$ cat src/inc/gac_defs.svh
// Purpose: constants for the gated 16-bit counter
// Assumes: single clk_sys domain, byte-wide software access over plain ports
// Notes: gate source codes and prescale encodings kept here as macros
//
// Operation
// - unlatched external clock counts without alignment to internal phase ticks
// - asynchronous external counting continues in sleep; rollover can wake the core
// - switching sync/async may lose or add one increment
// - byte reads during asynchronous counting always return clean values
// - wide access enable routes high byte reads and writes to shadow
// - wide mode low read copies live high byte into shadow
// - wide mode low write loads both bytes, high from shadow
// - high byte write keeps prescaler; low byte write clears it
// - gate enabled: count only while gate matches polarity, else hold
// - five bit gate select; codes above last and own code read zero
// - comparator gate sources either sampled on count ticks or passed through
// - toggle mode routes gate through flip-flop toggling on rising edges of the polarity-adjusted gate
// - toggle mode cleared forces toggle flip-flop to zero
// - armed: enable at next gate edge, disarm at trailing edge
// - clearing one-shot mode clears the arm bit
// - toggle and one-shot together measure one complete gate cycle
// - gate level status valid even with gate enable cleared
// - gate level falling edge sets gate event flag regardless of enable
// - run enable required; gate enable adds gate control
// - prescaler divides selected clock by 1, 2, 4 or 8
// - counter wraps ffff to 0000 and sets rollover flag
`ifndef GAC_DEFS_SVH
`define GAC_DEFS_SVH

`define GAC_COUNT_RESET   16'h0000
`define GAC_COUNT_MAX     16'hffff
`define GAC_BYTE_RESET    8'h00
`define GAC_PRE_RESET     3'h0
`define GAC_PHASE_LAST    2'h3
`define GAC_INPUT_PRESCALE_DIV1     2'h0
`define GAC_INPUT_PRESCALE_DIV2     2'h1
`define GAC_INPUT_PRESCALE_DIV4     2'h2
`define GAC_INPUT_PRESCALE_DIV8     2'h3
`define GAC_GSS_PIN       5'h00
`define GAC_GSS_OWN       5'h02
`define GAC_GSS_CMP_FIRST 5'h13
`define GAC_GSS_CMP_LAST  5'h15
`define GAC_GSS_LAST      5'h16
`define GAC_GATE_SOURCES  23

`endif

$ cat src/inc/gac_pkg.sv
// Purpose: shared types of the gated counter
// Assumes: nothing beyond SystemVerilog packages
// Notes: single-pulse sequencer states
package gac_pkg;
    typedef enum logic [1:0]
    {
        GAC_SP_IDLE  = 2'b00,
        GAC_SP_ARMED = 2'b01,
        GAC_SP_COUNT = 2'b10
    } gac_sp_state_t;
endpackage

$ cat src/inc/gac_pre_if.sv
// Purpose: link between the counter core and its prescaler
// Assumes: both ends on clk_sys
// Notes: tick is combinational from the prescaler
interface gac_pre_if;
    logic       rawEdge;
    logic       clear;
    logic [1:0] input_prescale;
    logic       tick;
    modport core (output rawEdge, output clear, output input_prescale, input tick);
    modport pre  (input rawEdge, input clear, input input_prescale, output tick);
endinterface

$ cat src/rtl/gac_prescale.sv
// Purpose: 1/2/4/8 prescaler ahead of the 16-bit counter
// Assumes: rawEdge is a one-cycle pulse per selected clock edge
// Notes: count is not visible to software, only cleared by it
`include "gac_defs.svh"
module gac_prescale (
    // clock and reset
    input  wire logic clk_sys,
    input  wire logic reset,
    // core link
    gac_pre_if.pre    link
);
    logic [2:0] preCount;
    logic [2:0] mask;

    // terminal count mask per prescale setting
    always_comb
    begin
        if (link.input_prescale == `GAC_INPUT_PRESCALE_DIV8)
            mask = 3'h7;
        else if (link.input_prescale == `GAC_INPUT_PRESCALE_DIV4)
            mask = 3'h3;
        else if (link.input_prescale == `GAC_INPUT_PRESCALE_DIV2)
            mask = 3'h1;
        else
            mask = 3'h0;
    end

    assign link.tick = link.rawEdge && ((preCount & mask) == mask);

    // clear beats an edge so a low write restarts the division cleanly
    always_ff @(posedge clk_sys)
    begin
        if (reset || link.clear)
            preCount <= `GAC_PRE_RESET;
        else if (link.rawEdge)
            preCount <= preCount + 3'h1;
    end

    a_pre_clear_only: assert property (@(posedge clk_sys) disable iff (reset)
        !link.clear && !link.rawEdge |=> $stable(preCount))
        else $error("prescaler moved without edge or clear");
    a_pre_div8: assert property (@(posedge clk_sys) disable iff (reset)
        link.tick && link.input_prescale == `GAC_INPUT_PRESCALE_DIV8 && !link.clear |-> preCount == 3'h7)
        else $error("divide by eight tick off count");
endmodule // gac_prescale

$ cat src/rtl/gac_sync2.sv
// Purpose: two-stage synchroniser for pin and foreign-domain levels
// Assumes: inputs are slow levels compared to clk_sys
// Notes: first stage is read only by the second
module gac_sync2 #(
    parameter int WIDTH = 1
) (
    // clock and reset
    input  wire logic             clk_sys,
    input  wire logic             reset,
    // levels
    input  wire logic [WIDTH-1:0] asyncIn,
    output logic      [WIDTH-1:0] syncOut
);
    logic [WIDTH-1:0] stage1;

    // plain double flop, no logic between stages
    always_ff @(posedge clk_sys)
    begin
        if (reset)
        begin
            stage1  <= '0;
            syncOut <= '0;
        end
        else
        begin
            stage1  <= asyncIn;
            syncOut <= stage1;
        end
    end
endmodule // gac_sync2

$ cat src/rtl/gac_top.sv
// Purpose: 16-bit gated counter with byte access, shadow high byte and gate logic
// Assumes: software strobes are one-cycle pulses on clk_sys; gate sources and
//          external clock are foreign levels
// Notes: one clock only; the "asynchronous" mode skips phase alignment
`include "gac_defs.svh"
module gac_top (
    // clock and reset
    input  wire logic        clk_sys,
    input  wire logic        reset,
    // clocking controls
    input  wire logic        extClkPin,
    input  wire logic        clkSourceExt,
    input  wire logic        extClkUnlatched,
    input  wire logic        sleepMode,
    input  wire logic [1:0]  inputPrescale,
    // counter controls
    input  wire logic        runEnable,
    input  wire logic        wideAccessEnable,
    // byte access
    input  wire logic        wrLowStrobe,
    input  wire logic        wrHighStrobe,
    input  wire logic        rdLowStrobe,
    input  wire logic        rdHighStrobe,
    input  wire logic [7:0]  wrData,
    output logic      [7:0]  rdData,
    output logic      [15:0] countValue,
    // gate controls
    input  wire logic        gateEnable,
    input  wire logic        gatePolarity,
    input  wire logic [4:0]  gateSourceSelect,
    input  wire logic [22:0] gateSources,
    input  wire logic        compSyncEnable,
    input  wire logic        toggleGateMode,
    input  wire logic        oneShotGateMode,
    input  wire logic        armSetStrobe,
    output logic             singlePulseArm,
    output logic             gateLevel,
    // event flags
    output logic             rolloverFlag,
    input  wire logic        rolloverClear,
    input  wire logic        rolloverEnable,
    output logic             wakeRequest,
    output logic             gateEventFlag,
    input  wire logic        gateFlagClear,
    input  wire logic        gateEventEnable,
    output logic             gateEventIrq
);
    // synchronised inputs
    logic                   extClkSync;
    logic [22:0]            srcSync;
    // phase and edge detection
    logic [1:0]             phaseCount;
    logic                   phaseTick;
    logic                   extLatched;
    logic                   extLevel;
    logic                   extPrev;
    logic                   rawEdge;
    // counter state
    logic [15:0]            count;
    logic [7:0]             shadowHigh;
    logic                   cntTick;
    logic                   countWrite;
    logic                   countEnable;
    // gate path
    logic [22:0]            cmpHeld;
    logic                   selGate;
    logic                   polGate;
    logic                   polPrev;
    logic                   toggleFf;
    logic                   gateNow;
    logic                   gateRise;
    logic                   gateFall;
    logic                   spCountOk;
    logic                   gateOk;
    gac_pkg::gac_sp_state_t spState;

    gac_pre_if preLink ();

    // pin clock and gate sources cross into clk_sys here
    gac_sync2 #(.WIDTH(1)) u_clk_sync (
        .clk_sys (clk_sys),
        .reset   (reset),
        .asyncIn (extClkPin),
        .syncOut (extClkSync)
    );

    gac_sync2 #(.WIDTH(`GAC_GATE_SOURCES)) u_gate_sync (
        .clk_sys (clk_sys),
        .reset   (reset),
        .asyncIn (gateSources),
        .syncOut (srcSync)
    );

    gac_prescale u_prescale (
        .clk_sys (clk_sys),
        .reset   (reset),
        .link    (preLink)
    );

    // internal phase divider, stands still in sleep like the core clock
    always_ff @(posedge clk_sys)
    begin
        if (reset || sleepMode)
            phaseCount <= 2'h0;
        else
            phaseCount <= phaseCount + 2'h1;
    end

    assign phaseTick = !sleepMode && (phaseCount == `GAC_PHASE_LAST);

    // latched mode samples the pin only on phase ticks; it is frozen in sleep
    always_ff @(posedge clk_sys)
    begin
        if (reset)
            extLatched <= 1'b0;
        else if (phaseTick)
            extLatched <= extClkSync;
    end

    // unlatched mode bypasses the phase latch entirely, so it runs in sleep
    assign extLevel = extClkUnlatched ? extClkSync : extLatched;

    // switching modes changes which level feeds this detector, so one
    // increment may be lost or gained at the switch
    always_ff @(posedge clk_sys)
    begin
        if (reset)
            extPrev <= 1'b0;
        else
            extPrev <= extLevel;
    end

    // rising external edge or internal phase tick feeds the prescaler
    always_comb
    begin
        if (clkSourceExt)
            rawEdge = extLevel && !extPrev;
        else
            rawEdge = phaseTick;
    end

    assign preLink.rawEdge = rawEdge;
    assign preLink.clear   = wrLowStrobe;
    assign preLink.input_prescale    = inputPrescale;

    // comparator copies taken on count ticks for the synchronised choice
    always_ff @(posedge clk_sys)
    begin
        if (reset)
            cmpHeld <= '0;
        else if (preLink.tick)
            cmpHeld <= srcSync;
    end

    // gate source multiplexer; reserved codes and own overflow read low
    always_comb
    begin
        if (gateSourceSelect > `GAC_GSS_LAST || gateSourceSelect == `GAC_GSS_OWN)
            selGate = 1'b0;
        else if (gateSourceSelect >= `GAC_GSS_CMP_FIRST && gateSourceSelect <= `GAC_GSS_CMP_LAST)
            selGate = compSyncEnable ? cmpHeld[gateSourceSelect] : srcSync[gateSourceSelect];
        else
            selGate = srcSync[gateSourceSelect];
    end

    // polarity turns the gate into active-high form
    assign polGate = gatePolarity ? selGate : !selGate;

    always_ff @(posedge clk_sys)
    begin
        if (reset)
            polPrev <= 1'b0;
        else
            polPrev <= polGate;
    end

    // toggle flip-flop; held clear so the measured edge is known
    always_ff @(posedge clk_sys)
    begin
        if (reset || !toggleGateMode)
            toggleFf <= 1'b0;
        else if (polGate && !polPrev)
            toggleFf <= !toggleFf;
    end

    assign gateNow  = toggleGateMode ? toggleFf : polGate;
    assign gateRise = gateNow && !gateLevel;
    assign gateFall = !gateNow && gateLevel;

    // gate level status follows the gate even when gating is off
    always_ff @(posedge clk_sys)
    begin
        if (reset)
            gateLevel <= 1'b0;
        else
            gateLevel <= gateNow;
    end

    // single-pulse sequencer; leaving one-shot mode drops everything
    always_ff @(posedge clk_sys)
    begin
        if (reset || !oneShotGateMode)
            spState <= gac_pkg::GAC_SP_IDLE;
        else
        begin
            case (spState)
                gac_pkg::GAC_SP_IDLE:
                    if (singlePulseArm)
                        spState <= gac_pkg::GAC_SP_ARMED;
                gac_pkg::GAC_SP_ARMED:
                    if (gateRise)
                        spState <= gac_pkg::GAC_SP_COUNT;
                gac_pkg::GAC_SP_COUNT:
                    if (gateFall)
                        spState <= gac_pkg::GAC_SP_IDLE;
                default:
                    spState <= gac_pkg::GAC_SP_IDLE;
            endcase
        end
    end

    // arm bit: software sets, trailing edge clears; a set in the same cycle wins
    always_ff @(posedge clk_sys)
    begin
        if (reset || !oneShotGateMode)
            singlePulseArm <= 1'b0;
        else if (armSetStrobe)
            singlePulseArm <= 1'b1;
        else if (spState == gac_pkg::GAC_SP_COUNT && gateFall)
            singlePulseArm <= 1'b0;
    end

    // one-shot lets only the pulse after arming through
    always_comb
    begin
        if (!oneShotGateMode)
            spCountOk = 1'b1;
        else if (spState == gac_pkg::GAC_SP_COUNT)
            spCountOk = 1'b1;
        else if (spState == gac_pkg::GAC_SP_ARMED)
            spCountOk = gateRise;
        else
            spCountOk = 1'b0;
    end

    assign gateOk      = gateNow && spCountOk;
    assign countEnable = runEnable && (!gateEnable || gateOk);
    assign cntTick     = preLink.tick && countEnable;
    // writes win over a coinciding increment; software should stop first
    assign countWrite  = wrLowStrobe || (wrHighStrobe && !wideAccessEnable);

    // live counter
    always_ff @(posedge clk_sys)
    begin
        if (reset)
            count <= `GAC_COUNT_RESET;
        else if (wrLowStrobe && wideAccessEnable)
            count <= {shadowHigh, wrData};
        else if (wrLowStrobe)
            count[7:0] <= wrData;
        else if (wrHighStrobe && !wideAccessEnable)
            count[15:8] <= wrData;
        else if (cntTick)
            count <= count + 16'h0001;
    end

    assign countValue = count;

    // shadow high byte: software preloads it, low reads snapshot into it
    always_ff @(posedge clk_sys)
    begin
        if (reset)
            shadowHigh <= `GAC_BYTE_RESET;
        else if (wideAccessEnable && wrHighStrobe)
            shadowHigh <= wrData;
        else if (wideAccessEnable && rdLowStrobe)
            shadowHigh <= count[15:8];
    end

    // read data register; all state is on clk_sys so reads never tear
    always_ff @(posedge clk_sys)
    begin
        if (reset)
            rdData <= `GAC_BYTE_RESET;
        else if (rdLowStrobe)
            rdData <= count[7:0];
        else if (rdHighStrobe)
            rdData <= wideAccessEnable ? shadowHigh : count[15:8];
    end

    // rollover flag; hardware set wins over software clear
    always_ff @(posedge clk_sys)
    begin
        if (reset)
            rolloverFlag <= 1'b0;
        else if (cntTick && !countWrite && count == `GAC_COUNT_MAX)
            rolloverFlag <= 1'b1;
        else if (rolloverClear)
            rolloverFlag <= 1'b0;
    end

    // gate event flag; sticky until written to zero, not cleared by reads
    always_ff @(posedge clk_sys)
    begin
        if (reset)
            gateEventFlag <= 1'b0;
        else if (gateFall)
            gateEventFlag <= 1'b1;
        else if (gateFlagClear)
            gateEventFlag <= 1'b0;
    end

    assign gateEventIrq = gateEventFlag && gateEventEnable;
    // only the unlatched external path keeps counting while asleep
    assign wakeRequest  = sleepMode && rolloverFlag && rolloverEnable;

    a_wrap_to_zero: assert property (@(posedge clk_sys) disable iff (reset)
        cntTick && !countWrite && count == `GAC_COUNT_MAX |=> count == `GAC_COUNT_RESET && rolloverFlag)
        else $error("counter did not wrap with rollover flag");

    a_low_read_snap: assert property (@(posedge clk_sys) disable iff (reset)
        wideAccessEnable && rdLowStrobe && !wrHighStrobe ##1 rdHighStrobe && !rdLowStrobe && wideAccessEnable
        |=> rdData == $past(count[15:8], 2))
        else $error("high read did not return snapshot");

    a_wide_low_write: assert property (@(posedge clk_sys) disable iff (reset)
        wideAccessEnable && wrLowStrobe |=> count == {$past(shadowHigh), $past(wrData)})
        else $error("wide low write did not load both bytes");

    a_wide_high_keep: assert property (@(posedge clk_sys) disable iff (reset)
        wideAccessEnable && wrHighStrobe && !wrLowStrobe && !cntTick |=> $stable(count))
        else $error("wide high write touched live counter");

    a_run_off_hold: assert property (@(posedge clk_sys) disable iff (reset)
        !runEnable && !wrLowStrobe && !wrHighStrobe |=> $stable(count))
        else $error("counter moved with run enable clear");

    a_gate_hold: assert property (@(posedge clk_sys) disable iff (reset)
        runEnable && gateEnable && !gateNow && !wrLowStrobe && !wrHighStrobe |=> $stable(count))
        else $error("counter moved with gate inactive");

    a_toggle_clear: assert property (@(posedge clk_sys) disable iff (reset)
        !toggleGateMode |=> !toggleFf)
        else $error("toggle flip-flop not held clear");

    a_oneshot_disarm: assert property (@(posedge clk_sys) disable iff (reset)
        !oneShotGateMode |=> !singlePulseArm && spState == gac_pkg::GAC_SP_IDLE)
        else $error("arm bit survived one-shot clear");

    a_pulse_done: assert property (@(posedge clk_sys) disable iff (reset)
        oneShotGateMode && spState == gac_pkg::GAC_SP_COUNT && gateFall && !armSetStrobe
        |=> !singlePulseArm ##1 spState == gac_pkg::GAC_SP_IDLE)
        else $error("arm bit not cleared at trailing edge");

    a_gate_fall_flag: assert property (@(posedge clk_sys) disable iff (reset)
        gateFall |=> gateEventFlag && !gateLevel)
        else $error("gate falling edge did not set flag");

    a_flag_sticky: assert property (@(posedge clk_sys) disable iff (reset)
        gateEventFlag && !gateFlagClear |=> gateEventFlag)
        else $error("gate event flag dropped without clear");

    a_reserved_low: assert property (@(posedge clk_sys) disable iff (reset)
        gateSourceSelect > `GAC_GSS_LAST |-> !selGate)
        else $error("reserved gate code not low");
endmodule // gac_top

$ cat config.mk
export PLATFORM = sky130hd
export DESIGN_NAME = gac_top
export DESIGN_NICKNAME = d
export VERILOG_FILES = /design/src/inc/gac_pkg.sv /design/src/inc/gac_pre_if.sv /design/src/rtl/gac_prescale.sv /design/src/rtl/gac_sync2.sv /design/src/rtl/gac_top.sv
export VERILOG_INCLUDE_DIRS = /design/src /design/src/inc
export SDC_FILE = /design/constraint.sdc
export NUM_CORES = 1
export LEC_CHECK = 0
export BUFFER_PORTS_ARGS = -buffer_cell sky130_fd_sc_hd__buf_2
export CORE_ASPECT_RATIO = 1.2
export CORE_UTILIZATION = 31
export CTS_BUF_LIST = sky130_fd_sc_hd__clkbuf_2 sky130_fd_sc_hd__clkbuf_4 sky130_fd_sc_hd__clkbuf_8
export CTS_CLUSTER_DIAMETER = 60
export DETAILED_ROUTE_END_ITERATION = 12
export RECOVER_POWER = 25
export SLEW_MARGIN = 20
export SYNTH_ARGS = -nofsm -noshare
export SYNTH_HDL_FRONTEND = slang
export SYNTH_SLANG_ARGS = --single-unit
$ cat constraint.sdc
create_clock -name clk_sys -period 3.9 [get_ports clk_sys]
set_input_delay 0.585 -clock clk_sys [delete_from_list [all_inputs] [get_ports clk_sys]]
set_output_delay 0.585 -clock clk_sys [all_outputs]
set_load 0.05 [all_outputs]
# Word level (Yosys, flattened, before mapping)
# Cells that the tools add are included.
# word_totals
word_cells,130
input_bits,60
regBits,118
output_inout_bits,30
# classes
n_mux,38
n_eq_ne,14
reduce_logical,50
addsub,3
bitwise_logic,1
order_cmp,4
# ops
op,n
8-bit two-way mux,9
16-bit two-way mux,2
1-bit logical AND,20
1-bit two-way mux,19
"16-bit by 1-bit adder with 16-bit output, second input constant",1
"16-bit equality test, second input constant",1
1-bit zero test,12
1-bit binary-select mux with 5-bit select,2
2-bit nonzero test,5
"2-bit equality test, second input constant",4
1-bit logical OR,7
"5-bit by 6-bit < comparator with 1-bit output, second input constant",1
2-bit two-way mux,3
3-bit two-way mux,2
"2-bit inequality test, second input constant",3
2-bit one-hot mux with 3 select lines,1
3-bit nonzero test,2
"5-bit by 2-bit equality test with 1-bit output, second input constant",1
"5-bit >= comparator, second input constant",1
"5-bit greater-than comparator, second input constant",1
"5-bit <= comparator, second input constant",1
"2-bit by 1-bit equality test with 1-bit output, second input constant",2
2-bit AND reduction,2
"3-bit by 1-bit adder with 3-bit output, second input constant",1
other kinds (7),7

# Depth between registers and ports, before layout
# logic_depth
depth_word,20
mapped_depth,10

# Modules after synthesis
# From an unflattened synthesis, not the netlist that was laid out.
# hier_totals
hier_cells,520
area_unflattened_um2,4579.4
# by_module_without_submodules
mod,cells_per_inst,n_inst,seq_area_each_um2,area_per_inst_um2
gac_top,404,1,960.9,3138.0
gac_sync2 at u_gate_sync,96,1,920.9,1229.9
gac_prescale,16,1,60.1,158.9
gac_sync2 at u_clk_sync,4,1,40.0,52.6

# Worst setup path before layout
# No wires, ideal clock.
# synth_timing
path_type,input to register
from,input port gateSourceSelect[1]
to,"register count[12], in the netlist countValue[12]"
slack_ns,0.815
stages,9
path_buffers,2
t_arrival_ns,2.994
setup_ns,0.091
t_required_ns,3.809
path_cell_list,buf_4 mux2i_1 o221a_1 o311a_1 or4_4 or3_1 buf_6 a211o_1 a311oi_1
# synth_via
elab_chain_len,18
elab_cells_between_ends,26
cone_classes,order compare: 3; eq/ne: 1; mux: 12; reduce/logical: 10
# synth_lines
element,line,source
from (decl),gac_top.sv:30,"input wire logic [4:0] gateSourceSelect,"
"1-bit binary-select mux with 5-bit select, on equally long branches","gac_top.sv:161, gac_top.sv:163",
"1-bit two-way mux, on equally long branches","gac_top.sv:161, gac_top.sv:163",
1-bit two-way mux,gac_top.sv:161,selGate = compSyncEnable ? cmpHeld[gateSourceSelect] : srcSync[gateSourceSelect];
1-bit two-way mux,gac_top.sv:160,else if (gateSourceSelect >= `GAC_GSS_CMP_FIRST && gateSourceSelect <= `GAC_GSS_CMP_LAST)
1-bit two-way mux (*),gac_top.sv:158,if (gateSourceSelect > `GAC_GSS_LAST || gateSourceSelect == `GAC_GSS_OWN)
1-bit zero test,gac_top.sv:167,assign polGate = gatePolarity ? selGate : !selGate;
1-bit two-way mux (*),gac_top.sv:167,
1-bit two-way mux (*),gac_top.sv:186,assign gateNow = toggleGateMode ? toggleFf : polGate;
[2 not listed],n/a,
1-bit two-way mux,gac_top.sv:238,else if (spState == gac_pkg::GAC_SP_COUNT)
1-bit two-way mux,gac_top.sv:236,if (!oneShotGateMode)
1-bit logical AND (*),gac_top.sv:246,assign gateOk = gateNow && spCountOk;
1-bit logical OR (*),gac_top.sv:247,assign countEnable = runEnable && (!gateEnable || gateOk);
1-bit logical AND (*),gac_top.sv:247,
1-bit logical AND (*),gac_top.sv:248,assign cntTick = preLink.tick && countEnable;
3-bit nonzero test (no source line) (*),n/a,
2-bit AND reduction (no source line) (*),n/a,
to (signal assigned),gac_top.sv:256,count <= `GAC_COUNT_RESET;
to (signal assigned),gac_top.sv:258,"count <= {shadowHigh, wrData};"
to (signal assigned),gac_top.sv:262,count[15:8] <= wrData;
to (decl),gac_top.sv:59,logic [15:0] count;
# Every way passes the cells marked *; elsewhere a longest branch is shown, timed or not. The select of a mux whose other input is x is not followed.
# A chain may end at the register's enable or synchronous reset.

# Worst setup path after layout
# layout_timing
from,input port gateSourceSelect[1]
to,"register count[5], in the netlist countValue[5]"
# Same word-level chain as after synthesis.

==> qor.yml <==
yosys:
  synth.yosys.seq_area_share_pct: 43.6
  synthArstFlopShare_pct: 0
  syn_area_mm2: 0.00455
  synthXorXnorAreaFrac_pct: 1.35
  synth_area_leaders: "dfxtp_1 (44%), nor2b_1 (7.8%), nor2_1 (5.1%), mux2i_1 (4.4%), a311oi_1 (2.9%)"
  synth_top_area_share_pct: 43.6
  synth_compound_area_share_pct: 17.3
  synth_fp_nets: 567
  synth_fa_ha_area_share_pct: 0.825
  yosysUniqueCellTypes: 66
  synth_simple_gate_area_share_pct: 26.2
  synth_top_family_by_area: "simple AND/OR/NAND/NOR gates"
  ys_ff_latch: 99
  ys_warn_count: 0
  synthFlopType: "dfxtp_1"
  yosysMostFrequentCell: "dfxtp_1"
  synth_top_cell_by_area: "dfxtp_1"
  syn_inst: 504
  synth_edf_count: 0
  synthMuxAreaShare_pct: 6.38
  synthTopCellsByCount: "dfxtp_1 (99), nor2_1 (62), nor2b_1 (57), mux2i_1 (20), nand3_1 (20)"
  avgSynthCellArea_um2: 9.02
critical_path:
  r2r_slack_ns: 0.98
  critPathArrivalTime_ns: 3.38
  cp.buffers_inverters: 1
  path_cells: "buf_2 -> mux2i_1 -> nor3_1 -> o41ai_1 -> a2111oi_2 -> o31a_1 -> or4_1 -> a311oi_1"
  critPathLaunchType: "input pin"
  end_kind: "flop"
  worstReg2RegEnd: "countValue[5]$_SDFFE_PP0P_"
  max_stage_delay_ns: 0.75
  required_ns: 4.16
  worst_path_dominant_cell_family: "compound AO/OA/AOI/OAI gates"
  cp_max_fo: 15
  rr_startpoint: "cmpHeld[22]$_SDFFE_PP0P_"
  path_class: "in2reg"
  critPathSlowestCell: "o41ai_1"
  r2r_cells: 7
clock_tree:
  insertion_delay_ns: 0.38
  cts-htree-levels: 3
  cts_sinks: 99
  clk_pin_slew_ns: 0.09
  cts_resized: 0
  clock-root-buffer: "clkbuf_8"
  numCtsBuffers: 9
  cts_setup_buffers: 0
  tritoncts: "built"
  cts_hold_buf: 0
  clock_path_buffers: 2
power:
  p_comb_share_pct: 15.8
  swShare_pct: 29.1
  power_mw: 2.04
  cellLeakagePower_nw: 2.12
  irDropWorstVdd_mv: 0.237
  p_seq_share_pct: 54.1
  power.density_mw_per_mm2: 389
  p_sw_mw: 0.594
  clkPwrFrac_pct: 30.1
  power.internal_mw: 1.45
layout:
  area_growth_pct: 15.3
  drive_gt1_share_pct: 20.3
  layout.nets: 636
run_status:
  outcome: "finished, violations left"
  violations: "capacitance limit, slew limit"
global_route:
  grt_use_total_pct: 15.6
  first_global_vias: 3769
  grt_pass1_wl_mm: 18.5
  grt_overflow: 0
  antenna_found_initial: 1
  grt_max_degree: 95
floorplan:
  start_util_pct: 31.7
  rows: 48
  dieWidth_um: 113
  num_io_pins: 90
  die_h_um: 135
  die_area_mm2: 0.0152
  core_area_mm2: 0.0144
routing:
  vias: 3928
  drcViolationCount: 0
  drtIter0Drc: 255
  viasPerCell: 5.22
  wl_mm: 11.3
  postRouteAntennaNets: 0
  drtPass1Iterations: 4
  wire_per_inst_um: 15.1
sta:
  hold_ws_ns: 0.409
  finalClockSkew_ns: 0.0196
  setup_violations: 0
  rsz0062_at_grt: "no"
  period_minus_slack_ns: 3.12
  drv_slew: 95
  tightest_slew_ns: 1.80
  slew_headroom_pct: -20.2
  post-route-period-util_pct: 80.1
  hold_viol_final: 0
  timing.fmax_mhz: 320
  setup_tns_ns: 0
job:
  drv_cap: 1
placed_design:
  numPortBuffers: 89
  gp_congestion: 0.856
  post-dp-hpwl_mm: 8.33
worst_hold_path:
  hold_end: "u_gate_sync.stage1[4]$_SDFF_PP0_"
  min_path_cells: 2
  hold_start: "gateSources[4]"
  hp-class: "in2reg"
flip-flops by register name (all words and copies together) (netlist names), 2 cells and up:
| name | count |
|---|---|
| u_gate_sync.stage1 | 23 |
| u_gate_sync.syncOut | 23 |
| countValue | 16 |
| rdData | 8 |
| shadowHigh | 8 |
| cmpHeld | 4 |
| u_prescale.preCount | 3 |
| phaseCount | 2 |
| spState | 2 |
per-stage QoR:
stage / setup slack (ns) / instance area (um2) / utilization [%] / std cells
3_3_place_gp: 0.478 / 5060 / 35.3 / 737
5_1_grt: 0.461 / 5240 / 36.5 / 752
3_5_place_dp: 0.390 / 5060 / 35.3 / 737
6_report: 0.777 / 5240 / 36.5 / 753
2_1_floorplan: 0.815 / 4550 / - / 504
4_1_cts: 0.796 / 5250 / 36.5 / 752
logic make-up (layout without fill, tap and decap cells):
logic type | Yosys count | in the layout
multiplexers | 24 | 24
adder cells (fa/ha/maj) | 3 | 3
AND/OR/NAND/NOR | 223 | 223
buffers and inverters | 43 | 116
AO/OA/AOI/OAI | 105 | 105
flip-flops | 99 | 99
XOR/XNOR | 7 | 7
other | 0 | 1
per-layer routing:
| layer | global-route usage, % | vias to the layer above | part of all wire [%] |
|---|---|---|---|
| li1 | - | 1963 | - |
| met1 | 18.3 | 1796 | 42 |
| met2 | 26.8 | 148 | 48 |
| met3 | 3.73 | 21 | 7.3 |
| met4 | 7.63 | 0 | 2.7 |
| met5 | 0 | - | 0 |
worst max path at each step:
stage	depth (start not counted)	from	slack [ns]	endpoint
floorplan	9	gateSourceSelect[1]	0.82	countValue[12]$_SDFFE_PP0P_
global placement	8	gateSourceSelect[1]	0.48	countValue[6]$_SDFFE_PP0P_
detailed placement	8	gateSourceSelect[1]	0.39	countValue[6]$_SDFFE_PP0P_
CTS	8	gateSourceSelect[1]	0.80	countValue[6]$_SDFFE_PP0P_
global route	8	gateSourceSelect[1]	0.46	countValue[5]$_SDFFE_PP0P_
finish	8	gateSourceSelect[1]	0.78	countValue[5]$_SDFFE_PP0P_
area by class of cell:
type                    instances  area, um2
fillers                      1488       9110
multi-input cells             362       2370
flip-flops and latches         99       1980
repair buffers                 91        457
well taps                     175        219
clock buffers                  12        159
inverters                      10       37.5
clock inverters                 3       21.3
diodes                          1       2.50
power groups by stage:
stage	registers, mW	clock network [mW]	logic [mW]
after global placement	1.13	0	0.316
after detailed placement	1.13	0	0.322
final	1.10	0.615	0.321
after CTS	1.10	0.645	0.323
after global routing	1.11	0.681	0.351
after floorplan	1.18	0	0.169
cell usage in the layout, fill, tap and decap left out, types with 10 or more instances in the layout:
cell      count
o21ai_0      16
clkbuf_8     11
nor2_1       62
a211oi_1     17
nor3_1       10
dfxtp_1      99
nor2b_1      57
a21oi_1      15
a311oi_1     15
nand2_1      19
mux2i_1      20
buf_2        88
nand3_1      20
(Power assumes the default switching activity.)
